--- src/sat_defs.svh ---
`ifndef SAT_DEFS_SVH
`define SAT_DEFS_SVH

// register addresses
`define SAT_ADDR_UNLOCK1    8'hD0
`define SAT_ADDR_UNLOCK2    8'hD1
`define SAT_ADDR_FINE_TRIM  8'h90
`define SAT_ADDR_TEMP_L_LO  8'hA0
`define SAT_ADDR_TEMP_L_HI  8'hA1
`define SAT_ADDR_TEMP_R_LO  8'hA2
`define SAT_ADDR_TEMP_R_HI  8'hA3
`define SAT_ADDR_OVERRIDE   8'hD6
`define SAT_ADDR_RANGE      8'hD7

// unlock keys
`define SAT_KEY1            8'h4A
`define SAT_KEY2            8'h66

// reset values
`define SAT_RST_OVERRIDE    8'h20
`define SAT_RST_FINE_TRIM   8'h00
`define SAT_RST_RANGE       8'h00

// field positions in the override register
`define SAT_BIT_AMP_EN      3
`define SAT_BIT_AMP_DIFF    2
`define SAT_BIT_REG5V_OFF   1
`define SAT_BIT_CP_OFF      0

// field widths
`define SAT_FINE_W          4
`define SAT_TEMP_W          13
`define SAT_TEMP_HI_W       5

`endif

--- src/sat_pkg.sv ---
package sat_pkg;
  typedef enum logic [2:0] {
    SAT_LOCKED  = 3'h1,
    SAT_KEY1_OK = 3'h2,
    SAT_OPEN    = 3'h4
  } sat_lock_t;
endpackage

--- src/sat_regs.sv ---
`timescale 1ns/100ps
`include "sat_defs.svh"

// Notes on behaviour
// [RULE_01] Unlock: write 0x4A to 0xD0, then 0x66 to 0xD1, then write 0xD6.
// [RULE_02] Any other access between unlock steps aborts the sequence.
// [RULE_03] After the protected write the override register relocks automatically.
// [RULE_04] Bit 3 enables the amplifier mode selection; when 0 the selection is ignored.
// [RULE_05] Bit 2 picks differential (1) or single-ended (0) output when enabled.
// [RULE_06] Bit 1 set powers down the 5V regulator; reset leaves it on.
// [RULE_07] Bit 0 set switches the charge pump off; reset leaves it on.
// [RULE_08] Host must not select single-ended mode on differential-only variants.
// [RULE_09] Fine trim bits 3:0 signed step count -8..+7, reset zero.
// [RULE_10] Coarse range bit 0 raises oscillator by about 25 percent, reset zero.
// [RULE_11] Reading any temperature register freezes all four until all are read.
// [RULE_12] Freeze releases once all four are read, in any order.
// [RULE_13] Temperatures are 13-bit read-only, low byte plus five bits high.
// [RULE_14] Override writes without the complete preceding unlock leave it unchanged.
module sat_regs
(
  input  wire logic                    ref_clk,
  input  wire logic                    rst_n,
  input  wire logic                    regWrite,
  input  wire logic                    regRead,
  input  wire logic [7:0]              regAddr,
  input  wire logic [7:0]              regWdata,
  output logic      [7:0]              regRdata,
  input  wire logic [`SAT_TEMP_W-1:0]  tempLeftIn,
  input  wire logic [`SAT_TEMP_W-1:0]  tempRightIn,
  output logic                         ampModeOverrideEnable,
  output logic                         videoOutputDifferential,
  output logic                         ampDifferentialSelect,
  output logic                         regulator5vOff,
  output logic                         chargePumpOff,
  output logic signed [`SAT_FINE_W-1:0] oscFineAdjust,
  output logic                         oscCoarseBoost,
  output sat_pkg::sat_lock_t           lockState
);
  import sat_pkg::*;

  localparam logic [7:0] FineRst  = `SAT_RST_FINE_TRIM;
  localparam logic [7:0] RangeRst = `SAT_RST_RANGE;

  // register state and next values
  logic [7:0]             overrideReg;
  logic [7:0]             overrideNext;
  logic [`SAT_FINE_W-1:0] fineReg;
  logic [`SAT_FINE_W-1:0] fineNext;
  logic                   rangeReg;
  logic                   rangeNext;
  logic [`SAT_TEMP_W-1:0] tempLeftReg;
  logic [`SAT_TEMP_W-1:0] tempLeftNext;
  logic [`SAT_TEMP_W-1:0] tempRightReg;
  logic [`SAT_TEMP_W-1:0] tempRightNext;
  logic [3:0]             tempReadReg;
  logic [3:0]             tempReadNext;
  logic                   frozenReg;
  logic                   frozenNext;
  logic [7:0]             rdataNext;
  sat_lock_t              lockReg;
  sat_lock_t              lockNext;
  logic                   access;
  logic                   tempHit;
  logic [3:0]             tempSel;
  logic                   keyOneSeen;
  logic                   keyTwoSeen;
  logic                   overrideWrite;
  logic                   fineWrite;
  logic                   rangeWrite;
  logic                   captureLive;

  // one-hot select of the four temperature result addresses
  function automatic logic [3:0] tempDecode(input logic [7:0] addr);
    logic [3:0] sel;
    sel = 4'h0;
    case (addr)
      `SAT_ADDR_TEMP_L_LO: sel = 4'h1;
      `SAT_ADDR_TEMP_L_HI: sel = 4'h2;
      `SAT_ADDR_TEMP_R_LO: sel = 4'h4;
      `SAT_ADDR_TEMP_R_HI: sel = 4'h8;
      default:             sel = 4'h0;
    endcase
    return sel;
  endfunction

  // true for a write that carries the given key to the given unlock address;
  // both data and address must match, a right key at a wrong address is no key
  function automatic logic keyMatch
  (
    input logic       wr,
    input logic [7:0] addr,
    input logic [7:0] data,
    input logic [7:0] keyAddr,
    input logic [7:0] key
  );
    return wr && (addr == keyAddr) && (data == key);
  endfunction

  // low byte of a temperature result
  function automatic logic [7:0] lowByte(input logic [`SAT_TEMP_W-1:0] value);
    return value[7:0];
  endfunction

  // upper three bits of a high temperature byte always read as zero
  function automatic logic [7:0] highByte(input logic [`SAT_TEMP_W-1:0] value);
    return {3'h0, value[`SAT_TEMP_W-1:8]};
  endfunction

  assign access        = regWrite | regRead;
  assign tempSel       = tempDecode(regAddr);
  assign tempHit       = regRead & (tempSel != 4'h0);
  assign keyOneSeen    = keyMatch(regWrite, regAddr, regWdata,
                                  `SAT_ADDR_UNLOCK1, `SAT_KEY1); // RULE_01
  assign keyTwoSeen    = keyMatch(regWrite, regAddr, regWdata,
                                  `SAT_ADDR_UNLOCK2, `SAT_KEY2); // RULE_01
  assign overrideWrite = regWrite & (regAddr == `SAT_ADDR_OVERRIDE);
  assign fineWrite     = regWrite & (regAddr == `SAT_ADDR_FINE_TRIM);
  assign rangeWrite    = regWrite & (regAddr == `SAT_ADDR_RANGE);

  // unlock sequencer: any access that is not the expected next step drops back;
  // a read between the keys aborts too, so a stray poll cannot open the register
  always_comb
  begin
    lockNext = lockReg;
    if (access)
    begin
      case (lockReg)
        SAT_LOCKED:
          if (keyOneSeen)
            lockNext = SAT_KEY1_OK; // RULE_01
        SAT_KEY1_OK:
          if (keyTwoSeen)
            lockNext = SAT_OPEN; // RULE_01
          else
            lockNext = SAT_LOCKED; // RULE_02
        SAT_OPEN:
          lockNext = SAT_LOCKED; // RULE_02 RULE_03
        default:
          lockNext = SAT_LOCKED;
      endcase
    end
  end

  always_ff @(posedge ref_clk)
  begin
    if (!rst_n)
      lockReg <= SAT_LOCKED;
    else
      lockReg <= lockNext;
  end

  // protected register only moves when the open state meets a write to it
  always_comb
  begin
    overrideNext = overrideReg;
    if (overrideWrite && lockReg == SAT_OPEN)
      overrideNext = regWdata; // RULE_01 RULE_14
  end

  always_ff @(posedge ref_clk)
  begin
    if (!rst_n)
      overrideReg <= `SAT_RST_OVERRIDE;
    else
      overrideReg <= overrideNext;
  end

  // only the trim field is stored, so the unused upper bits always read back zero
  always_comb
  begin
    fineNext = fineReg;
    if (fineWrite)
      fineNext = regWdata[`SAT_FINE_W-1:0]; // RULE_09
  end

  always_ff @(posedge ref_clk)
  begin
    if (!rst_n)
      fineReg <= FineRst[`SAT_FINE_W-1:0]; // RULE_09
    else
      fineReg <= fineNext;
  end

  // coarse range keeps only bit 0
  always_comb
  begin
    rangeNext = rangeReg;
    if (rangeWrite)
      rangeNext = regWdata[0]; // RULE_10
  end

  always_ff @(posedge ref_clk)
  begin
    if (!rst_n)
      rangeReg <= RangeRst[0]; // RULE_10
    else
      rangeReg <= rangeNext;
  end

  // snapshot bookkeeping: a read of any temperature byte freezes all four
  always_comb
  begin
    tempReadNext = tempReadReg;
    if (tempHit)
      tempReadNext = tempReadReg | tempSel; // RULE_11
    if (tempReadNext == 4'hF)
      tempReadNext = 4'h0; // RULE_12
    frozenNext = (tempReadNext != 4'h0); // RULE_11 RULE_12
  end

  always_ff @(posedge ref_clk)
  begin
    if (!rst_n)
      tempReadReg <= 4'h0;
    else
      tempReadReg <= tempReadNext;
  end

  always_ff @(posedge ref_clk)
  begin
    if (!rst_n)
      frozenReg <= 1'b0;
    else
      frozenReg <= frozenNext;
  end

  // live values are captured only while no snapshot is pending; the first read
  // of a snapshot returns the value taken at the edge before it
  assign captureLive = !frozenReg && !tempHit; // RULE_11

  always_comb
  begin
    tempLeftNext  = tempLeftReg;
    tempRightNext = tempRightReg;
    if (captureLive)
    begin
      tempLeftNext  = tempLeftIn;
      tempRightNext = tempRightIn;
    end
  end

  always_ff @(posedge ref_clk)
  begin
    if (!rst_n)
      tempLeftReg <= '0;
    else
      tempLeftReg <= tempLeftNext;
  end

  always_ff @(posedge ref_clk)
  begin
    if (!rst_n)
      tempRightReg <= '0;
    else
      tempRightReg <= tempRightNext;
  end

  // read data is registered and holds until the next read; unlock and unmapped
  // addresses return zero
  always_comb
  begin
    rdataNext = regRdata;
    if (regRead)
    begin
      case (regAddr)
        `SAT_ADDR_OVERRIDE:  rdataNext = overrideReg;
        `SAT_ADDR_FINE_TRIM: rdataNext = {4'h0, fineReg};
        `SAT_ADDR_RANGE:     rdataNext = {7'h00, rangeReg};
        `SAT_ADDR_TEMP_L_LO: rdataNext = lowByte(tempLeftReg); // RULE_13
        `SAT_ADDR_TEMP_L_HI: rdataNext = highByte(tempLeftReg); // RULE_13
        `SAT_ADDR_TEMP_R_LO: rdataNext = lowByte(tempRightReg); // RULE_13
        `SAT_ADDR_TEMP_R_HI: rdataNext = highByte(tempRightReg); // RULE_13
        default:             rdataNext = 8'h00;
      endcase
    end
  end

  always_ff @(posedge ref_clk)
  begin
    if (!rst_n)
      regRdata <= 8'h00;
    else
      regRdata <= rdataNext;
  end

  // analog controls; differential-only parts rely on the host setting bits 3 and 2 and never clearing either
  assign ampModeOverrideEnable   = overrideReg[`SAT_BIT_AMP_EN]; // RULE_04
  assign ampDifferentialSelect   = overrideReg[`SAT_BIT_AMP_DIFF]; // RULE_05
  assign videoOutputDifferential = overrideReg[`SAT_BIT_AMP_EN]
                                   & overrideReg[`SAT_BIT_AMP_DIFF]; // RULE_04 RULE_05 RULE_08
  assign regulator5vOff          = overrideReg[`SAT_BIT_REG5V_OFF]; // RULE_06
  assign chargePumpOff           = overrideReg[`SAT_BIT_CP_OFF]; // RULE_07
  assign oscFineAdjust           = fineReg; // RULE_09
  assign oscCoarseBoost          = rangeReg; // RULE_10
  assign lockState               = lockReg;

endmodule

--- config.mk ---
export PLATFORM = sky130hd
export DESIGN_NAME = sat_regs
export DESIGN_NICKNAME = d
export VERILOG_FILES = /design/src/sat_pkg.sv /design/src/sat_regs.sv
export VERILOG_INCLUDE_DIRS = /design/src /design/src/src
export SDC_FILE = /design/constraint.sdc
export NUM_CORES = 1
export LEC_CHECK = 0
export ABC_CLOCK_PERIOD_IN_PS = 1600
export BUFFER_PORTS_ARGS = -buffer_cell sky130_fd_sc_hd__buf_2
export CORE_MARGIN = 2
export CORE_UTILIZATION = 48
export CTS_BUF_LIST = sky130_fd_sc_hd__clkbuf_16
export DETAILED_ROUTE_END_ITERATION = 8
export PLACE_DENSITY_LB_ADDON = 0.1
export SKIP_LAST_GASP = 1
export SLEW_MARGIN = 0
export SYNTH_ARGS = -nofsm -noshare
export SYNTH_HDL_FRONTEND = slang
export SYNTH_SLANG_ARGS = --single-unit
--- constraint.sdc ---
create_clock -name ref_clk -period 1.6 [get_ports ref_clk]
set_clock_uncertainty 0.05 [all_clocks]
set_input_delay 0.24 -clock ref_clk [delete_from_list [all_inputs] [get_ports ref_clk]]
set_output_delay 0.24 -clock ref_clk [all_outputs]
set_load 0.05 [all_outputs]
### Yosys cells after proc, flatten, opt, wreduce, memory -nomap -nowiden

Index checks and enable logic that the tools add are counted.
Widths: inputs -> output; s select.

* equality and inequality tests: 16
* mux-type cells: 7
* bitwise gates (word level): 7
* reductions and logical operators: 11

Operator list (number)
* $eq 8x8->1 const B: 9
* $pmux 8 s7: 1
* $eq 8x7->1 const B: 2
* $pmux 4 s4: 1
* $mux 4: 2
* $reduce_bool 4->1: 2
* $logic_and 1x1->1: 6
* $mux 3: 2
* $pmux 3 s2: 1
* $and 1x1->1: 5
* $eq 4x4->1 const B: 1
* $or 4x4->4: 1
* $eq 3x1->1 const B: 1
* $eq 3x2->1 const B: 1
* $eq 3x3->1 const B: 1
* $logic_not 1->1: 2
* $ne 2x2->1 const B: 1
* $reduce_and 2->1: 1
* $or 1x1->1: 1

* register bits: 55
* bits of input ports: 46

### Longest topological paths before layout

* word-level depth: 8
* depth in mapped cells: 8
* gate-level depth less buffers: 5

### Worst setup path after synthesis

Ideal clock, no wire load.

* path kind: input to register
* start point: input port regAddr[1]
* end point: register tempReadReg[3]
* library setup time: 126 ps
* data arrival time: 1441 ps
* required time: 1424 ps
* path slack: -16 ps
* stages on the path: 6
* path buffers: 1
* cells stage by stage: buf_6 > nor4b_2 > a31oi_2 > or3_4 > a21oi_2 > a211oi_1

* cells in the longest elaborated chain, start to end: 7

RTL lines
* from (decl): RTL line sat_regs.sv:25 `input wire logic [7:0] regAddr,`
* $eq 8x8->1: RTL line sat_regs.sv:76 `case (addr)`
* $pmux 4 s4 (*): RTL line sat_regs.sv:76
* $reduce_bool 4->1: RTL line sat_regs.sv:111 `assign tempHit = regRead & (tempSel != 4'h0);`
* $and 1x1->1: RTL line sat_regs.sv:111
* $mux 4 (*): RTL line sat_regs.sv:204 `if (tempHit)`
* $eq 4x4->1: RTL line sat_regs.sv:206 `if (tempReadNext == 4'hF)`
* $mux 4 (*): RTL line sat_regs.sv:206
* to (signal assigned): RTL line sat_regs.sv:216 `tempReadReg <= tempReadNext;`
* to (decl): RTL line sat_regs.sv:55 `logic [3:0] tempReadReg;`

Every way passes the cells marked *; elsewhere a longest branch is shown, timed or not.
A chain may end at the register's enable or synchronous reset.

### Worst setup path in the final report

* start point: input port regAddr[4]
* end point: register tempLeftReg[3]

* cells in the longest elaborated chain, start to end: 6

RTL lines
* $eq 8x8->1: RTL line sat_regs.sv:76
* $pmux 4 s4 (*): RTL line sat_regs.sv:76
* $reduce_bool 4->1 (*): RTL line sat_regs.sv:111
* $and 1x1->1 (*): RTL line sat_regs.sv:111
* $logic_not 1->1 (*): RTL line sat_regs.sv:229 `assign captureLive = !frozenReg && !tempHit;`
* $logic_and 1x1->1 (*): RTL line sat_regs.sv:229
* to (signal assigned): RTL line sat_regs.sv:247 `tempLeftReg <= tempLeftNext;`
* to (decl): RTL line sat_regs.sv:51 `` logic [`SAT_TEMP_W-1:0] tempLeftReg; ``

Marks and branches as above.

==> results.cfg <==
[detailed_routing]
wl_per_cell_um = 14.8
postRouteAntennaNets = 0
drc = 0
drtIter0Drc = 88
routed_wl_um = 6580
viasPerCell = 5.33
vias = 2359
dr.pass1.iters = 5

[die]
fp.dieH_um = 79.2
die_area_um2 = 6270
rows = 27
io_pins = 67
core_area_um2 = 5470
start_util = 0.496
fp.dieW_um = 79.2

[global_routing]
antenna_found_initial = 0
grt_util_met1 = 0.303
overflow = 0
grt_usage = 0.220
grt_pass1_wl_um = 10900
grt.met3_usage = 0.0455
grt_pass1_vias = 2278
grt-busiest-layer = met2
grt_use_met2 = 0.353
grt_max_degree = 30

[synth]
ys_types = 50
synth_area_leaders = dfxtp_1, nand2_1, mux2i_1
synth_edf_count = 0
syn_area_um2 = 2710
synth_top_area_frac = 0.406
postSynthCellCount = 284
synthFlopType = dfxtp_1
async_reset_ff_frac = 0
seq_area_frac_synth = 0.406
yosysWarnings = 0
syn_nets = 330
yosys.area.top_type = dfxtp_1
avgSynthCellArea_um2 = 9.55
synth_seq_cells = 55

[sta]
setup_slack_ns = 0.145
fmax_ghz = 0.687
hold_viol = 0
setup_viol = 0
period_needed_ns = 1.46
fin_crit_sh = 0.910
tns_ns = 0
worst_slew_margin_rel = 0.594
fin_hold_ws_ns = 0.131
tightest_slew_ns = 0.609
slew_violations = 0
rsz0062_at_grt = no

[placement]
io_buffers = 66
dp_hpwl_um = 4840
place_area_um2 = 3250
dpl_worst_slack_ns = -0.174
gp_congestion = 0.885

[layout]
diodes = 0
final_area_um2 = 3400
fillers = 524
final_core_util = 0.622
layout_common_cells = buf_2, nand2_1, dfxtp_1
nNetsFinal = 416
seq_area_um2 = 1100
area.growth.synth_to_final_pct = 25.5
mostFrequentLayoutCell = buf_2
final_layout_size_suffix_gt1_frac = 0.377
multiInputGateArea_um2 = 1500

[cts]
worstSkewPairLatency_ns = 0.29
ctsResizeCount = 0
cts_num_sinks = 55
tritoncts = yes
clockBufferDepth = 2
hold_buffers = 0
htreeDepth = 2
clk_pin_slew_ns = 0.07
root_buffer = clkbuf_16
cts_inserted_buffers = 5

[power]
power.density_nw_per_um2 = 814
p_leak_nw = 1.56
ir_worst_vdd_mv = 0.541

[setup_path]
reg2regPathDepth = 4
r2r-start = tempRightReg[10]$_SDFFE_PN0P_
crit_path_start_kind = primary input
arrival_ns = 1.63
crit_buf_inv = 1
crit_chain = buf_2 > and4bb_4 > and2_1 > a21oi_2 > nand2_1 > a21boi_2
critPathCaptureType = flip-flop
reg2reg_slack_ns = 0.29
r2r-end = regRdata[2]$_SDFFE_PN0P_
crit_type = in -> reg
critPathMaxFanout = 13
slowest_delay_ns = 0.54
critPathSlowestCell = a21oi_2
cp_top_family = compound AO/OA/AOI/OAI gates
required_ns = 1.78

[run_status]
status = finished clean

[worst_hold_path]
hold_class = in -> reg
hold_path_depth = 3
holdCritStartpoint = tempLeftIn[6]
hold_end = tempLeftReg[6]$_SDFFE_PN0P_

[job]
drv_cap = 0
==> synth_stat cells (3+ instances only) <==
| master | n |
|---|---|
| a21boi_1 | 16 |
| nor2b_1 | 16 |
| a22o_1 | 5 |
| nand4b_1 | 3 |
| nor2_1 | 9 |
| buf_6 | 5 |
| mux2i_1 | 17 |
| a21oi_1 | 6 |
| nand2_2 | 10 |
| nor3b_1 | 3 |
| o21ai_0 | 10 |
| mux4_2 | 3 |
| a22oi_1 | 3 |
| nor3_1 | 3 |
| mux2_2 | 3 |
| nand4_1 | 3 |
| clkbuf_1 | 6 |
| dfxtp_1 | 55 |
| a21boi_2 | 10 |
| nand2_1 | 56 |
==> worst min-delay path: stages <==
cell      delay, ns
buf_2          0.09
nand2_1        0.04
a21boi_1       0.05
==> cell families (layout without fill, tap and decap cells) <==
| logic type | Yosys count | after routing | synth area share |
|---|---|---|---|
| compound gates | 66 | 67 | 0.195 |
| buf+inv | 19 | 105 | 0.0480 |
| mux | 23 | 23 | 0.100 |
| simple gates | 121 | 121 | 0.251 |
| flops | 55 | 55 | 0.406 |
==> flip-flops by register name, summed over array words and instances (netlist names) <==
name,cells
lockState,3
tempReadReg,4
overrideReg,8
frozenReg,1
oscCoarseBoost,1
regRdata,8
tempRightReg,13
oscFineAdjust,4
tempLeftReg,13
==> stage by stage <==
step	total power, mW	std cells
CTS	2.79	442
finish	2.77	443
floorplan	1.60	284
detailed placement	1.73	434
global placement	1.73	434
global route	2.88	443
==> worst max-delay path by stage <==
stage | from | to | slack [ns] | cells past startpoint
2_1_floorplan | regAddr[1] | tempReadReg[3]$_SDFF_PN0_ | 0.009 | 6
4_1_cts | regAddr[4] | tempLeftReg[12]$_SDFFE_PN0P_ | 0.08 | 6
3_3_place_gp | regAddr[4] | tempRightReg[3]$_SDFFE_PN0P_ | -0.14 | 6
3_5_place_dp | regAddr[4] | tempLeftReg[2]$_SDFFE_PN0P_ | -0.17 | 6
5_1_grt | regAddr[4] | tempLeftReg[3]$_SDFFE_PN0P_ | 0.02 | 6
6_report | regAddr[4] | tempLeftReg[3]$_SDFFE_PN0P_ | 0.14 | 6
==> report_power, final <==
group	switching, mW	internal [mW]
Combinational	0.136	0.138
Clock	0.488	0.581
Sequential	0.0208	1.41
Total	0.645	2.12
==> area by class of cell <==
type,instances,share of cell area
Clock buffer,5,0.0368
Clock inverter,3,0.00588
Inverter,2,0.00221
Multi-Input combinational cell,211,0.440
Sequential cell,55,0.324
Tap cell,72,0.0265
Timing Repair Buffer,95,0.165
==> timing repair <==
action / in CTS / in global routing
endpoints found under the setup margin: 0 / 5
endpoints found under the hold margin: 0 / 0
setup buffers: 0 / 0
==> per-layer routing <==
layer / routed length (um) / vias to the layer above
li1: - / 1180
met1: 3080 / 1102
met2: 3050 / 70
met3: 387 / 7
met4: 61 / 0
met5: 0 / -
Note: power is estimated with default switching activity, not from simulation.
